## src/verilog/sndgen_defines.svh

```systemverilog
`ifndef SNDGEN_DEFINES_SVH
`define SNDGEN_DEFINES_SVH

// ----------------------------------------------------------------------
// register offsets (byte addresses)
// ----------------------------------------------------------------------
`define SNDGEN_ADDR_CTRL 8'h00
`define SNDGEN_ADDR_IFCLK 8'h04
`define SNDGEN_ADDR_VOLUME 8'h08
`define SNDGEN_ADDR_PITCH 8'h0C
`define SNDGEN_ADDR_DURATION 8'h10
`define SNDGEN_ADDR_RAMP 8'h14
`define SNDGEN_ADDR_STATUS 8'h18
`define SNDGEN_ADDR_INTR 8'h1C
`define SNDGEN_ADDR_INTR_MASK 8'h20
`define SNDGEN_ADDR_INTR_MASKED 8'h24

// ----------------------------------------------------------------------
// field positions
// ----------------------------------------------------------------------
`define SNDGEN_CTRL_EN 0
`define SNDGEN_CTRL_COMB 1
`define SNDGEN_IF_SEL_LSB 0
`define SNDGEN_IF_DIV_LSB 8
`define SNDGEN_STAT_PLAY 0
`define SNDGEN_STAT_BUFV 1
`define SNDGEN_INTR_COMPLETE 0
`define SNDGEN_INTR_UNDERFLOW 1
`define SNDGEN_INTR_IF_UNDERFLOW 2

// ----------------------------------------------------------------------
// reset values and bus answers
// ----------------------------------------------------------------------
`define SNDGEN_RST_FIELD 16'h0000
`define SNDGEN_RST_DIV 8'h00
`define SNDGEN_RST_SEL 3'h0
`define SNDGEN_RST_MASK 3'h0
`define SNDGEN_RESP_OKAY 2'h0
`define SNDGEN_RESP_SLVERR 2'h2

// ----------------------------------------------------------------------
// timing
// ----------------------------------------------------------------------
`define SNDGEN_ACLK_PERIOD_NS 4

`endif

```

## src/verilog/sndgen_pkg.sv

```systemverilog
package sndgen_pkg;

  // core sequencing states, one-hot
  typedef enum logic [2:0] {
    SNDGEN_IDLE = 3'b001,
    SNDGEN_LOAD = 3'b010,
    SNDGEN_PLAY = 3'b100
  } sndgen_state_t;

  // clock source select: four system clocks or the master clock
  typedef enum logic [2:0] {
    SNDGEN_SRC_SYS0 = 3'h0,
    SNDGEN_SRC_SYS1 = 3'h1,
    SNDGEN_SRC_SYS2 = 3'h2,
    SNDGEN_SRC_SYS3 = 3'h3,
    SNDGEN_SRC_MCK = 3'h4
  } sndgen_src_t;

endpackage : sndgen_pkg

```

## src/verilog/sndgen_top.sv

```systemverilog
`timescale 1ns/10ps
`include "sndgen_defines.svh"
// What this block does
// - amplitude period lasts period field plus one ticks
// - amplitude high lasts high field plus one ticks
// - tone period is twice period plus two
// - tone high lasts high field plus one
// - time period is duration period plus one tones
// - segment ends after count plus one time periods
// - separate or combined output format
// - ramp setting keeps volume constant or decreasing
// - segment end copies buffered into current gaplessly
// - segment end pulses trigger, sets complete cause
// - no buffered structure: underflow, sound stops
// - complete cause set when segment finishes
// - underflow cause set when structure missing
// - interface underflow when sample pair late
// - selectable interface clock source, divided and gated into the pwm tick; master_clock_out is undivided and ungated
// - pwm clock times both outputs

module sndgen_top
  import sndgen_pkg::*;
(
  // clock and reset
  input wire logic aclk,
  input wire logic aresetn,
  // axi4-lite write
  input wire logic [7:0] s_axi_awaddr,
  input wire logic s_axi_awvalid,
  output logic s_axi_awready,
  input wire logic [31:0] s_axi_wdata,
  input wire logic [3:0] s_axi_wstrb,
  input wire logic s_axi_wvalid,
  output logic s_axi_wready,
  output logic [1:0] s_axi_bresp,
  output logic s_axi_bvalid,
  input wire logic s_axi_bready,
  // axi4-lite read
  input wire logic [7:0] s_axi_araddr,
  input wire logic s_axi_arvalid,
  output logic s_axi_arready,
  output logic [31:0] s_axi_rdata,
  output logic [1:0] s_axi_rresp,
  output logic s_axi_rvalid,
  input wire logic s_axi_rready,
  // clock pins
  input wire logic [3:0] system_clock_inputs,
  input wire logic master_clock_in,
  output logic master_clock_out,
  // sound outputs and events
  output logic volume_pwm_out,
  output logic pitch_pwm_out,
  output logic segment_done_trigger,
  output logic irq
);

  typedef struct packed {
    sndgen_state_t st;
    logic en;
    logic comb;
    logic [2:0] if_sel;
    logic [7:0] if_div;
    logic [15:0] b_aper, b_ahigh, b_tper, b_thigh, b_dper, b_nr;
    logic b_ramp;
    logic buf_valid;
    logic [15:0] c_aper, c_ahigh, c_tper, c_thigh, c_dper, c_nr;
    logic c_ramp;
    logic [15:0] ampl_cnt;
    logic [16:0] tone_cnt;
    logic [15:0] time_cnt;
    logic [15:0] nr_cnt;
    logic [2:0] intr;
    logic [2:0] mask;
    logic irq;
    logic trig;
    logic vol_out;
    logic pitch_out;
    logic aw_got, w_got;
    logic [7:0] waddr;
    logic [31:0] wdata;
    logic [3:0] wstrb;
    logic awready, wready, bvalid, arready, rvalid;
    logic [1:0] bresp, rresp;
    logic [31:0] rdata;
  } sndgen_state_s_t;

  sndgen_state_s_t q;
  sndgen_state_s_t n;
  logic tick;
  logic mck_lvl;
  logic ampl_end, tone_end, time_end, nr_end, seg_end;
  logic [2:0] intr_set, intr_clr;
  logic bufv_set, bufv_use;
  logic [31:0] rd_word;
  logic rd_ok;

  function automatic logic [31:0] sndgen_merge(input logic [31:0] old,
      input logic [31:0] wd, input logic [3:0] strb);
    logic [31:0] r;
    r = old;
    for (int i = 0; i < 4; i++) begin
      if (strb[i]) begin
        r[i*8 +: 8] = wd[i*8 +: 8];
      end
    end
    return r;
  endfunction : sndgen_merge

  // ----------------------------------------------------------------------
  // interface clock: select; divide and gate for the pwm tick only
  // ----------------------------------------------------------------------
  sndgen_clkdiv i_sndgen_clkdiv (
    .aclk(aclk),
    .aresetn(aresetn),
    .system_clock_inputs(system_clock_inputs),
    .master_clock_in(master_clock_in),
    .sel(q.if_sel),
    .div(q.if_div),
    .gate_en(q.en),
    .tick(tick),
    .clk_level(mck_lvl)
  );

  // ----------------------------------------------------------------------
  // next state
  // ----------------------------------------------------------------------
  always_comb begin
    logic [31:0] wv;
    logic a_hi, t_hi;
    wv = 32'h0000_0000;
    a_hi = 1'b0;
    t_hi = 1'b0;
    n = q;
    intr_set = 3'h0;
    intr_clr = 3'h0;
    bufv_set = 1'b0;
    bufv_use = 1'b0;
    n.trig = 1'b0;

    // read decode
    rd_ok = 1'b1;
    unique case (s_axi_araddr)
      `SNDGEN_ADDR_CTRL: rd_word = {30'h0, q.comb, q.en};
      `SNDGEN_ADDR_IFCLK: rd_word = {16'h0, q.if_div, 5'h0, q.if_sel};
      `SNDGEN_ADDR_VOLUME: rd_word = {q.b_ahigh, q.b_aper};
      `SNDGEN_ADDR_PITCH: rd_word = {q.b_thigh, q.b_tper};
      `SNDGEN_ADDR_DURATION: rd_word = {q.b_nr, q.b_dper};
      `SNDGEN_ADDR_RAMP: rd_word = {31'h0, q.b_ramp};
      `SNDGEN_ADDR_STATUS:
        rd_word = {30'h0, q.buf_valid, q.st == SNDGEN_PLAY};
      `SNDGEN_ADDR_INTR: rd_word = {29'h0, q.intr};
      `SNDGEN_ADDR_INTR_MASK: rd_word = {29'h0, q.mask};
      `SNDGEN_ADDR_INTR_MASKED: rd_word = {29'h0, q.intr & q.mask};
      default: begin
        rd_word = 32'h0000_0000;
        rd_ok = 1'b0;
      end
    endcase

    // axi write: address and data taken in either order
    if (s_axi_awvalid && q.awready) begin
      n.aw_got = 1'b1;
      n.waddr = s_axi_awaddr;
    end
    if (s_axi_wvalid && q.wready) begin
      n.w_got = 1'b1;
      n.wdata = s_axi_wdata;
      n.wstrb = s_axi_wstrb;
    end
    if (s_axi_bvalid && s_axi_bready) begin
      n.bvalid = 1'b0;
    end
    if (q.aw_got && q.w_got && !q.bvalid) begin
      n.aw_got = 1'b0;
      n.w_got = 1'b0;
      n.bvalid = 1'b1;
      n.bresp = `SNDGEN_RESP_OKAY;
      unique case (q.waddr)
        `SNDGEN_ADDR_CTRL: begin
          wv = sndgen_merge({30'h0, q.comb, q.en}, q.wdata, q.wstrb);
          n.en = wv[`SNDGEN_CTRL_EN];
          n.comb = wv[`SNDGEN_CTRL_COMB];
        end
        `SNDGEN_ADDR_IFCLK: begin
          wv = sndgen_merge({16'h0, q.if_div, 5'h0, q.if_sel}, q.wdata,
            q.wstrb);
          n.if_sel = wv[`SNDGEN_IF_SEL_LSB +: 3];
          n.if_div = wv[`SNDGEN_IF_DIV_LSB +: 8];
        end
        `SNDGEN_ADDR_VOLUME: begin
          wv = sndgen_merge({q.b_ahigh, q.b_aper}, q.wdata, q.wstrb);
          {n.b_ahigh, n.b_aper} = wv;
        end
        `SNDGEN_ADDR_PITCH: begin
          wv = sndgen_merge({q.b_thigh, q.b_tper}, q.wdata, q.wstrb);
          {n.b_thigh, n.b_tper} = wv;
        end
        `SNDGEN_ADDR_DURATION: begin
          wv = sndgen_merge({q.b_nr, q.b_dper}, q.wdata, q.wstrb);
          {n.b_nr, n.b_dper} = wv;
        end
        `SNDGEN_ADDR_RAMP: begin
          wv = sndgen_merge({31'h0, q.b_ramp}, q.wdata, q.wstrb);
          n.b_ramp = wv[0];
        end
        `SNDGEN_ADDR_STATUS: begin
          wv = sndgen_merge(32'h0, q.wdata, q.wstrb);
          bufv_set = wv[`SNDGEN_STAT_BUFV];
        end
        `SNDGEN_ADDR_INTR: begin
          wv = sndgen_merge(32'h0, q.wdata, q.wstrb);
          intr_clr = wv[2:0];
        end
        `SNDGEN_ADDR_INTR_MASK: begin
          wv = sndgen_merge({29'h0, q.mask}, q.wdata, q.wstrb);
          n.mask = wv[2:0];
        end
        `SNDGEN_ADDR_INTR_MASKED: ;
        default: n.bresp = `SNDGEN_RESP_SLVERR;
      endcase
    end
    n.awready = !n.aw_got && !n.bvalid;
    n.wready = !n.w_got && !n.bvalid;

    // axi read
    if (s_axi_rvalid && s_axi_rready) begin
      n.rvalid = 1'b0;
    end
    if (s_axi_arvalid && q.arready) begin
      n.rvalid = 1'b1;
      n.rdata = rd_word;
      n.rresp = rd_ok ? `SNDGEN_RESP_OKAY : `SNDGEN_RESP_SLVERR;
    end
    n.arready = !n.rvalid && !(s_axi_arvalid && q.arready);

    // segment timing, advanced only on pwm clock ticks
    ampl_end = q.ampl_cnt == q.c_aper;
    tone_end = q.tone_cnt == {q.c_tper, 1'b1};
    time_end = q.time_cnt == q.c_dper;
    nr_end = q.nr_cnt == q.c_nr;
    seg_end = (q.st == SNDGEN_PLAY) && tick && ampl_end && tone_end &&
      time_end && nr_end;

    unique case (q.st)
      SNDGEN_IDLE: begin
        if (q.en && q.buf_valid) begin
          n.st = SNDGEN_LOAD;
        end
      end
      SNDGEN_LOAD: begin
        // no sample pair exists yet, a tick here is missed
        if (tick) begin
          intr_set[`SNDGEN_INTR_IF_UNDERFLOW] = 1'b1;
        end
        n.st = SNDGEN_PLAY;
      end
      SNDGEN_PLAY: begin
        if (tick) begin
          n.ampl_cnt = ampl_end ? 16'h0000 : q.ampl_cnt + 16'h0001;
          if (ampl_end) begin
            n.tone_cnt = tone_end ? 17'h00000 : q.tone_cnt + 17'h00001;
          end
          if (ampl_end && tone_end) begin
            n.time_cnt = time_end ? 16'h0000 : q.time_cnt + 16'h0001;
            // decreasing volume: shorten high time per time period
            if (time_end && q.c_ramp && q.c_ahigh != 16'h0000) begin
              n.c_ahigh = q.c_ahigh - 16'h0001;
            end
          end
          if (ampl_end && tone_end && time_end) begin
            n.nr_cnt = nr_end ? 16'h0000 : q.nr_cnt + 16'h0001;
          end
        end
        if (seg_end) begin
          n.trig = 1'b1;
          intr_set[`SNDGEN_INTR_COMPLETE] = 1'b1;
          if (!q.buf_valid) begin
            intr_set[`SNDGEN_INTR_UNDERFLOW] = 1'b1;
            n.st = SNDGEN_IDLE;
          end
        end
        if (!q.en) begin
          n.st = SNDGEN_IDLE;
        end
      end
      default: n.st = SNDGEN_IDLE;
    endcase

    // take over the buffered structure at start or at segment end
    if ((q.st == SNDGEN_IDLE && q.en && q.buf_valid) ||
        (seg_end && q.buf_valid && q.en)) begin
      bufv_use = 1'b1;
      n.c_aper = q.b_aper;
      n.c_ahigh = q.b_ahigh;
      n.c_tper = q.b_tper;
      n.c_thigh = q.b_thigh;
      n.c_dper = q.b_dper;
      n.c_nr = q.b_nr;
      n.c_ramp = q.b_ramp;
    end
    if (n.st != SNDGEN_PLAY || bufv_use) begin
      n.ampl_cnt = 16'h0000;
      n.tone_cnt = 17'h00000;
      n.time_cnt = 16'h0000;
      n.nr_cnt = 16'h0000;
    end
    // a commit landing with the take-over keeps the new structure
    n.buf_valid = (q.buf_valid && !bufv_use) || bufv_set;

    // outputs from the coming counter values
    a_hi = n.ampl_cnt <= n.c_ahigh;
    t_hi = n.tone_cnt <= {1'b0, n.c_thigh};
    if (n.st == SNDGEN_PLAY) begin
      n.vol_out = n.comb ? (a_hi && t_hi) : a_hi;
      n.pitch_out = !n.comb && t_hi;
    end else begin
      n.vol_out = 1'b0;
      n.pitch_out = 1'b0;
    end

    // set wins over a clear in the same cycle
    n.intr = (q.intr & ~intr_clr) | intr_set;
    n.irq = |(n.intr & n.mask);
  end

  // ----------------------------------------------------------------------
  // state register
  // ----------------------------------------------------------------------
  always_ff @(posedge aclk) begin
    if (!aresetn) begin
      q <= '0;
      q.st <= SNDGEN_IDLE;
      q.if_sel <= `SNDGEN_RST_SEL;
      q.if_div <= `SNDGEN_RST_DIV;
      q.mask <= `SNDGEN_RST_MASK;
    end else begin
      q <= n;
    end
  end

  assign s_axi_awready = q.awready;
  assign s_axi_wready = q.wready;
  assign s_axi_bvalid = q.bvalid;
  assign s_axi_bresp = q.bresp;
  assign s_axi_arready = q.arready;
  assign s_axi_rvalid = q.rvalid;
  assign s_axi_rdata = q.rdata;
  assign s_axi_rresp = q.rresp;
  assign master_clock_out = mck_lvl;
  assign volume_pwm_out = q.vol_out;
  assign pitch_pwm_out = q.pitch_out;
  assign segment_done_trigger = q.trig;
  assign irq = q.irq;
endmodule : sndgen_top

```

## src/verilog/sndgen_clkdiv.sv

```systemverilog
`timescale 1ns/10ps
`include "sndgen_defines.svh"

module sndgen_clkdiv
  import sndgen_pkg::*;
(
  // clock and reset
  input wire logic aclk,
  input wire logic aresetn,
  // asynchronous clock sources
  input wire logic [3:0] system_clock_inputs,
  input wire logic master_clock_in,
  // setup
  input wire logic [2:0] sel,
  input wire logic [7:0] div,
  input wire logic gate_en,
  // results
  output logic tick,
  output logic clk_level
);

  typedef struct packed {
    logic [4:0] sync1;
    logic [4:0] sync2;
    logic prev;
    logic [7:0] cnt;
    logic tick;
    logic lvl;
  } sndgen_div_t;

  sndgen_div_t q;
  sndgen_div_t n;
  logic sel_lvl;

  // ----------------------------------------------------------------------
  // source select, edge count, gate
  // ----------------------------------------------------------------------
  always_comb begin
    n = q;
    n.sync1 = {master_clock_in, system_clock_inputs};
    n.sync2 = q.sync1;
    unique case (sel)
      SNDGEN_SRC_SYS0: sel_lvl = q.sync2[0];
      SNDGEN_SRC_SYS1: sel_lvl = q.sync2[1];
      SNDGEN_SRC_SYS2: sel_lvl = q.sync2[2];
      SNDGEN_SRC_SYS3: sel_lvl = q.sync2[3];
      default: sel_lvl = q.sync2[4];
    endcase
    n.prev = sel_lvl;
    n.lvl = sel_lvl;
    n.tick = 1'b0;
    // divider runs only while gated on, so a restart begins from zero
    if (!gate_en) begin
      n.cnt = 8'h00;
    end else if (sel_lvl && !q.prev) begin
      // lowering the divider below the running count ticks and restarts at the next source rising edge
      if (q.cnt >= div) begin
        n.cnt = 8'h00;
        n.tick = 1'b1;
      end else begin
        n.cnt = q.cnt + 8'h01;
      end
    end
  end

  always_ff @(posedge aclk) begin
    if (!aresetn) begin
      q <= '0;
    end else begin
      q <= n;
    end
  end

  assign tick = q.tick;
  assign clk_level = q.lvl;

endmodule : sndgen_clkdiv

```

## config.mk

```make
export PLATFORM = sky130hd
export DESIGN_NAME = sndgen_top
export DESIGN_NICKNAME = d
export VERILOG_FILES = /design/src/verilog/sndgen_pkg.sv /design/src/verilog/sndgen_top.sv /design/src/verilog/sndgen_clkdiv.sv
export VERILOG_INCLUDE_DIRS = /design/src /design/src/verilog
export SDC_FILE = /design/constraint.sdc
export NUM_CORES = 1
export LEC_CHECK = 0
export ABC_CLOCK_PERIOD_IN_PS = 3600
export BUFFER_PORTS_ARGS = -buffer_cell sky130_fd_sc_hd__buf_2
export CAP_MARGIN = 20
export CORE_MARGIN = 4
export CORE_UTILIZATION = 55
export CTS_CLUSTER_DIAMETER = 200
export DETAILED_ROUTE_END_ITERATION = 7
export HOLD_SLACK_MARGIN = 0.08
export PLACE_DENSITY = 0.76
export SETUP_SLACK_MARGIN = 0.02
export SYNTH_ARGS = -nofsm -noshare
export SYNTH_HDL_FRONTEND = slang
export SYNTH_SLANG_ARGS = --single-unit
```

## constraint.sdc

```tcl
create_clock -name aclk -period 3.6 [get_ports aclk]
set_clock_uncertainty 0.2 [all_clocks]
set_input_delay 0.18 -clock aclk [delete_from_list [all_inputs] [get_ports aclk]]
set_output_delay 0.18 -clock aclk [all_outputs]
set_load 0.01 [all_outputs]
```

# After elaboration in Yosys (flattened, before gate mapping)
# Cells that the tools add are included.
# totals
register_bits,393
output_inout_bits,46
wordCells,242
# op_classes
n_addsub,6
n_lt_le_gt_ge,3
eq_ne,30
n_mux,73
n_bitwise,6
n_reduce_logical,70
# op_table
operator,n
$pmux W32 S10,1
$mux W65,3
$mux W16,9
$mux W8,14
$mux W109,1
$mux W32,3
$mux W81,1
$eq A8 B5 Y1 const B,8
$reduce_and A3 Y1,19
$add A16 B1 Y16 const B,3
$eq A16 B16 Y1,3
$mux W17,2
$mux W3,11
$eq A8 B4 Y1 const B,4
$eq A8 B6 Y1 const B,4
$logic_and A1 B1 Y1,28
$reduce_or A10 Y1,2
$mux W1,19
$add A17 B1 Y17 const B,1
$eq A17 B17 Y1,1
$le A17 B16 Y1,1
$eq A8 B3 Y1 const B,2
$le A16 B16 Y1,1
$logic_not A8 Y1,2
other kinds (22),45

# Logic depth before layout (Yosys ltp)
# logic_depth
depth_word,15
ltp_mapped,18
ltp_nobuf,15

# Hierarchy
# Synthesis repeated with hierarchy kept, for this count alone.
# unflattened
hier_cells,2102
hier_area_um2,17933.4
# by_module_without_submodules
module,n_inst,cells_each,area_each_um2
sndgen_top,1,1994,16931.2
sndgen_clkdiv,1,108,1002.2

# Least setup slack after synthesis
# No wires, ideal clock.
# synth_timing
path_kind,register to register
from,register q[131] (netlist bit)
to,register q (netlist bit volume_pwm_out)
arrival_time_ns,3.310
slack_ns,0.021
path_stages_with_launch,18
period_less_slack_ns,3.579
cell_sequence,dfxtp_1 > buf_4 > xnor2_2 > nand4b_1 > nor3_2 > nand4b_4 > o31a_1 > buf_6 > nand2_1 > buf_2 > nor2_1 > ha_1 > nand3_1 > or3_1 > o32a_1 > o31ai_1 > o41ai_1 > a21oi_1
# synth_lines
item,line_no,source
"start, declared",sndgen_top.sv:87,sndgen_state_s_t q;
"start signal, assigned",sndgen_top.sv:337,q <= n;

==> results.ini <==
[power_and_ir_drop]
combPwrFrac=0.040
p_int_mw=6.91
p_switching_mw=1.99
power_mw=8.90
power.density_nw_per_um2=400
p_seq_frac=0.496
vdd_drop_max_mv=0.456
p_clk_frac=0.464
static-leakage-power_nw=9.12
p_sw_frac=0.223

[placement]
hpwl_mm=36.3
placed_cell_area_um2=19700
port-buffer-count=107
gp_routability_congestion=0.899

[logic_synthesis]
synth_edf_count=0
ys_ff_latch=391
synth_ff_type=dfxtp_1
ys_seq_area_frac=0.431
synth_area_um2=18200
synth_top_cells_by_area=dfxtp_1 (43%), mux2i_1 (8.7%), nand2_1 (6.6%), nor2_1 (5.8%), a21oi_1 (4.1%)
syn_area_per_cell_um2=8.65
ys_warn_count=0
syn_inst=2100
ys_types=78
synth_top_cell_by_area=dfxtp_1
async_reset_ff_frac=0
yosysTopAreaCellShare=0.431

[cts]
numClockSinks=391
clk_pin_slew_ps=60
cts_buffers=40
clk_latency_ps=540
htreeDepth=2
cts_root_buf=clkbuf_16
cts.path.max_buffers=3
cts_tree=done

[global_route]
antenna_found_initial=1
grt_util_all_layers=0.301
overflow=0
grt_pass1_wl_mm=87.8
grt_max_degree=128
grt_pass1_vias=16400

[floorplan]
die_area_um2=36000
io-pin-count=110
fp-row-count=66
die_y_um=190
start_util=0.558
die_x_um=190
coreArea_um2=32500

[sta]
worst_pin_slew_ps=916
finalCritPeriodShare=1.05
max_freq_mhz=264
tns_ps=-258
min_period_ps=3780
rsz0062_at_grt=yes
slew_violations=0
max_slew_margin=0.388
final-setup-viol-count=2
worst_slack_ps=-183
hold_slack_ps=140
hold_viol=0

[critical_path]
worst-path-max-fanout=5
r2r-end=volume_pwm_out$_SDFF_PN0_
cp-start-kind=flop
startpoint=i_sndgen_clkdiv.tick$_SDFF_PN0_
path_class=reg -> reg
reg2reg_slack_ps=-180
end_kind=flop
crit-reg2reg-launch=i_sndgen_clkdiv.tick$_SDFF_PN0_
worstSetupEndpoint=volume_pwm_out$_SDFF_PN0_
arrival_ps=3980
reg2reg_depth=16
cp.required_ps=3800

[drt]
vias_per_cell=5.83
first_pass_iters=8
ant_nets=0
drc=0
wl_mm=55.5
wl_per_cell_um=19.5
first_iter_violations=1660
vias=16600

[finish]
multi_input_area_um2=9480
ff_latch_area_um2=7850
nets=2483
final_util=0.684
fillerInstances=2344
final_common_cell=dfxtp_1
design_area_um2=22300
syn_to_final_growth_pct=22.6
final_cell_mix=dfxtp_1 (378), nand2_1 (317), nor2_1 (279)
drive_above_1_share=0.174

[hold_path]
holdPathStages=5
hold_path_class=in -> reg

[flow_run]
cap_violations=0

[run_status]
violations=setup timing
status=finished, violations left

[power groups by stage]
stage	Sequential, mW	Clock, mW	Combinational, mW
finish	4.41	4.14	0.357
global route	4.41	4.36	0.379
CTS	4.40	4.15	0.326
detailed placement	4.50	0	0.243
global placement	4.50	0	0.238
floorplan	4.48	0	0.159
[state kept, by name (all words and copies together), names as in the netlist]
signal and flops:
i_sndgen_clkdiv.q 13, s_axi_arready 1, volume_pwm_out 1, s_axi_wready 1, s_axi_rdata 32, q 328, s_axi_bresp 1, s_axi_rresp 1
s_axi_bvalid 1, pitch_pwm_out 1, s_axi_awready 1, segment_done_trigger 1, i_sndgen_clkdiv.n 5, irq 1, i_sndgen_clkdiv.tick 1, i_sndgen_clkdiv.clk_level 1
s_axi_rvalid 1
[per-stage QoR]
stage          instances  setup WS, ps
2_1_floorplan       2101          20.6
3_3_place_gp        2662          -236
3_5_place_dp        2662          -244
4_1_cts             2841          -151
5_1_grt             2844          -310
6_report            2846          -183
[area by class of cell]
cell class	count	area share
Sequential cell	391	0.352
Antenna cell	2	0.000225
Inverter	25	0.00455
Tap cell	442	0.0248
Clock buffer	57	0.0538
Timing Repair Buffer	384	0.133
Multi-Input combinational cell	1530	0.426
Clock inverter	15	0.00540
[worst max-delay path, stage by stage, from the launching register on]
cell      delay, ps
dfxtp_1         450
and4bb_2        370
buf_4           140
nand4_1         120
or3_1           440
or3_1           410
xor2_1          160
buf_4           150
nor2_1           40
ha_1            290
nand4_1         140
nor2_1          170
nand2_1         100
a211oi_1        170
nor2_1           80
o21ai_1         180
a21oi_1          60
[logic make-up after synthesis]
group	count (synthesis)	synth area share
AND/OR/NAND/NOR	860	0.216
flip-flops	391	0.431
AO/OA/AOI/OAI	318	0.107
buffers and inverters	180	0.0532
multiplexers	163	0.0922
XOR/XNOR	140	0.0683
adder cells (fa/ha/maj)	47	0.0324
other	1	0.000206
[worst min-delay path by stage]
stage | start | to | slack [ps]
after floorplan | system_clock_inputs[0] | i_sndgen_clkdiv.n[11]$_SDFF_PN0_ | 110
after global placement | system_clock_inputs[2] | i_sndgen_clkdiv.n[13]$_SDFF_PN0_ | 190
after detailed placement | system_clock_inputs[0] | i_sndgen_clkdiv.n[11]$_SDFF_PN0_ | 190
after CTS | s_axi_wvalid | q[46]$_SDFFE_PN0P_ | 80
after global routing | s_axi_wvalid | q[46]$_SDFFE_PN0P_ | 180
final | s_axi_wvalid | q[46]$_SDFFE_PN0P_ | 140
[layer usage]
metal	track usage	up-vias	routed length [µm]
met4	0.107	0	1910
met5	0	-	0
met2	0.489	832	25500
li1	-	7700	-
met3	0.0486	173	4810
met1	0.408	7880	23300
[cell usage after synthesis, types with 44 or more instances]
cell type / count
nor3_1: 52
buf_4: 45
mux2i_1: 158
xor2_1: 62
a21oi_1: 150
o21ai_0: 66
dfxtp_1: 391
ha_1: 47
nand3_1: 44
nor2_1: 281
nand2_1: 317
clkbuf_1: 65
xnor2_1: 76
[what timing repair did]
item | 4_1_cts | 5_1_grt
pin swaps | 4 | 16
hold buffers | 107 | 0
setup endpoints to repair | 2 | 2
endpoints found under the hold margin | 100 | 0
resized for setup | 20 | 23
buffers inserted | 0 | 3
(Power assumes the default switching activity.)
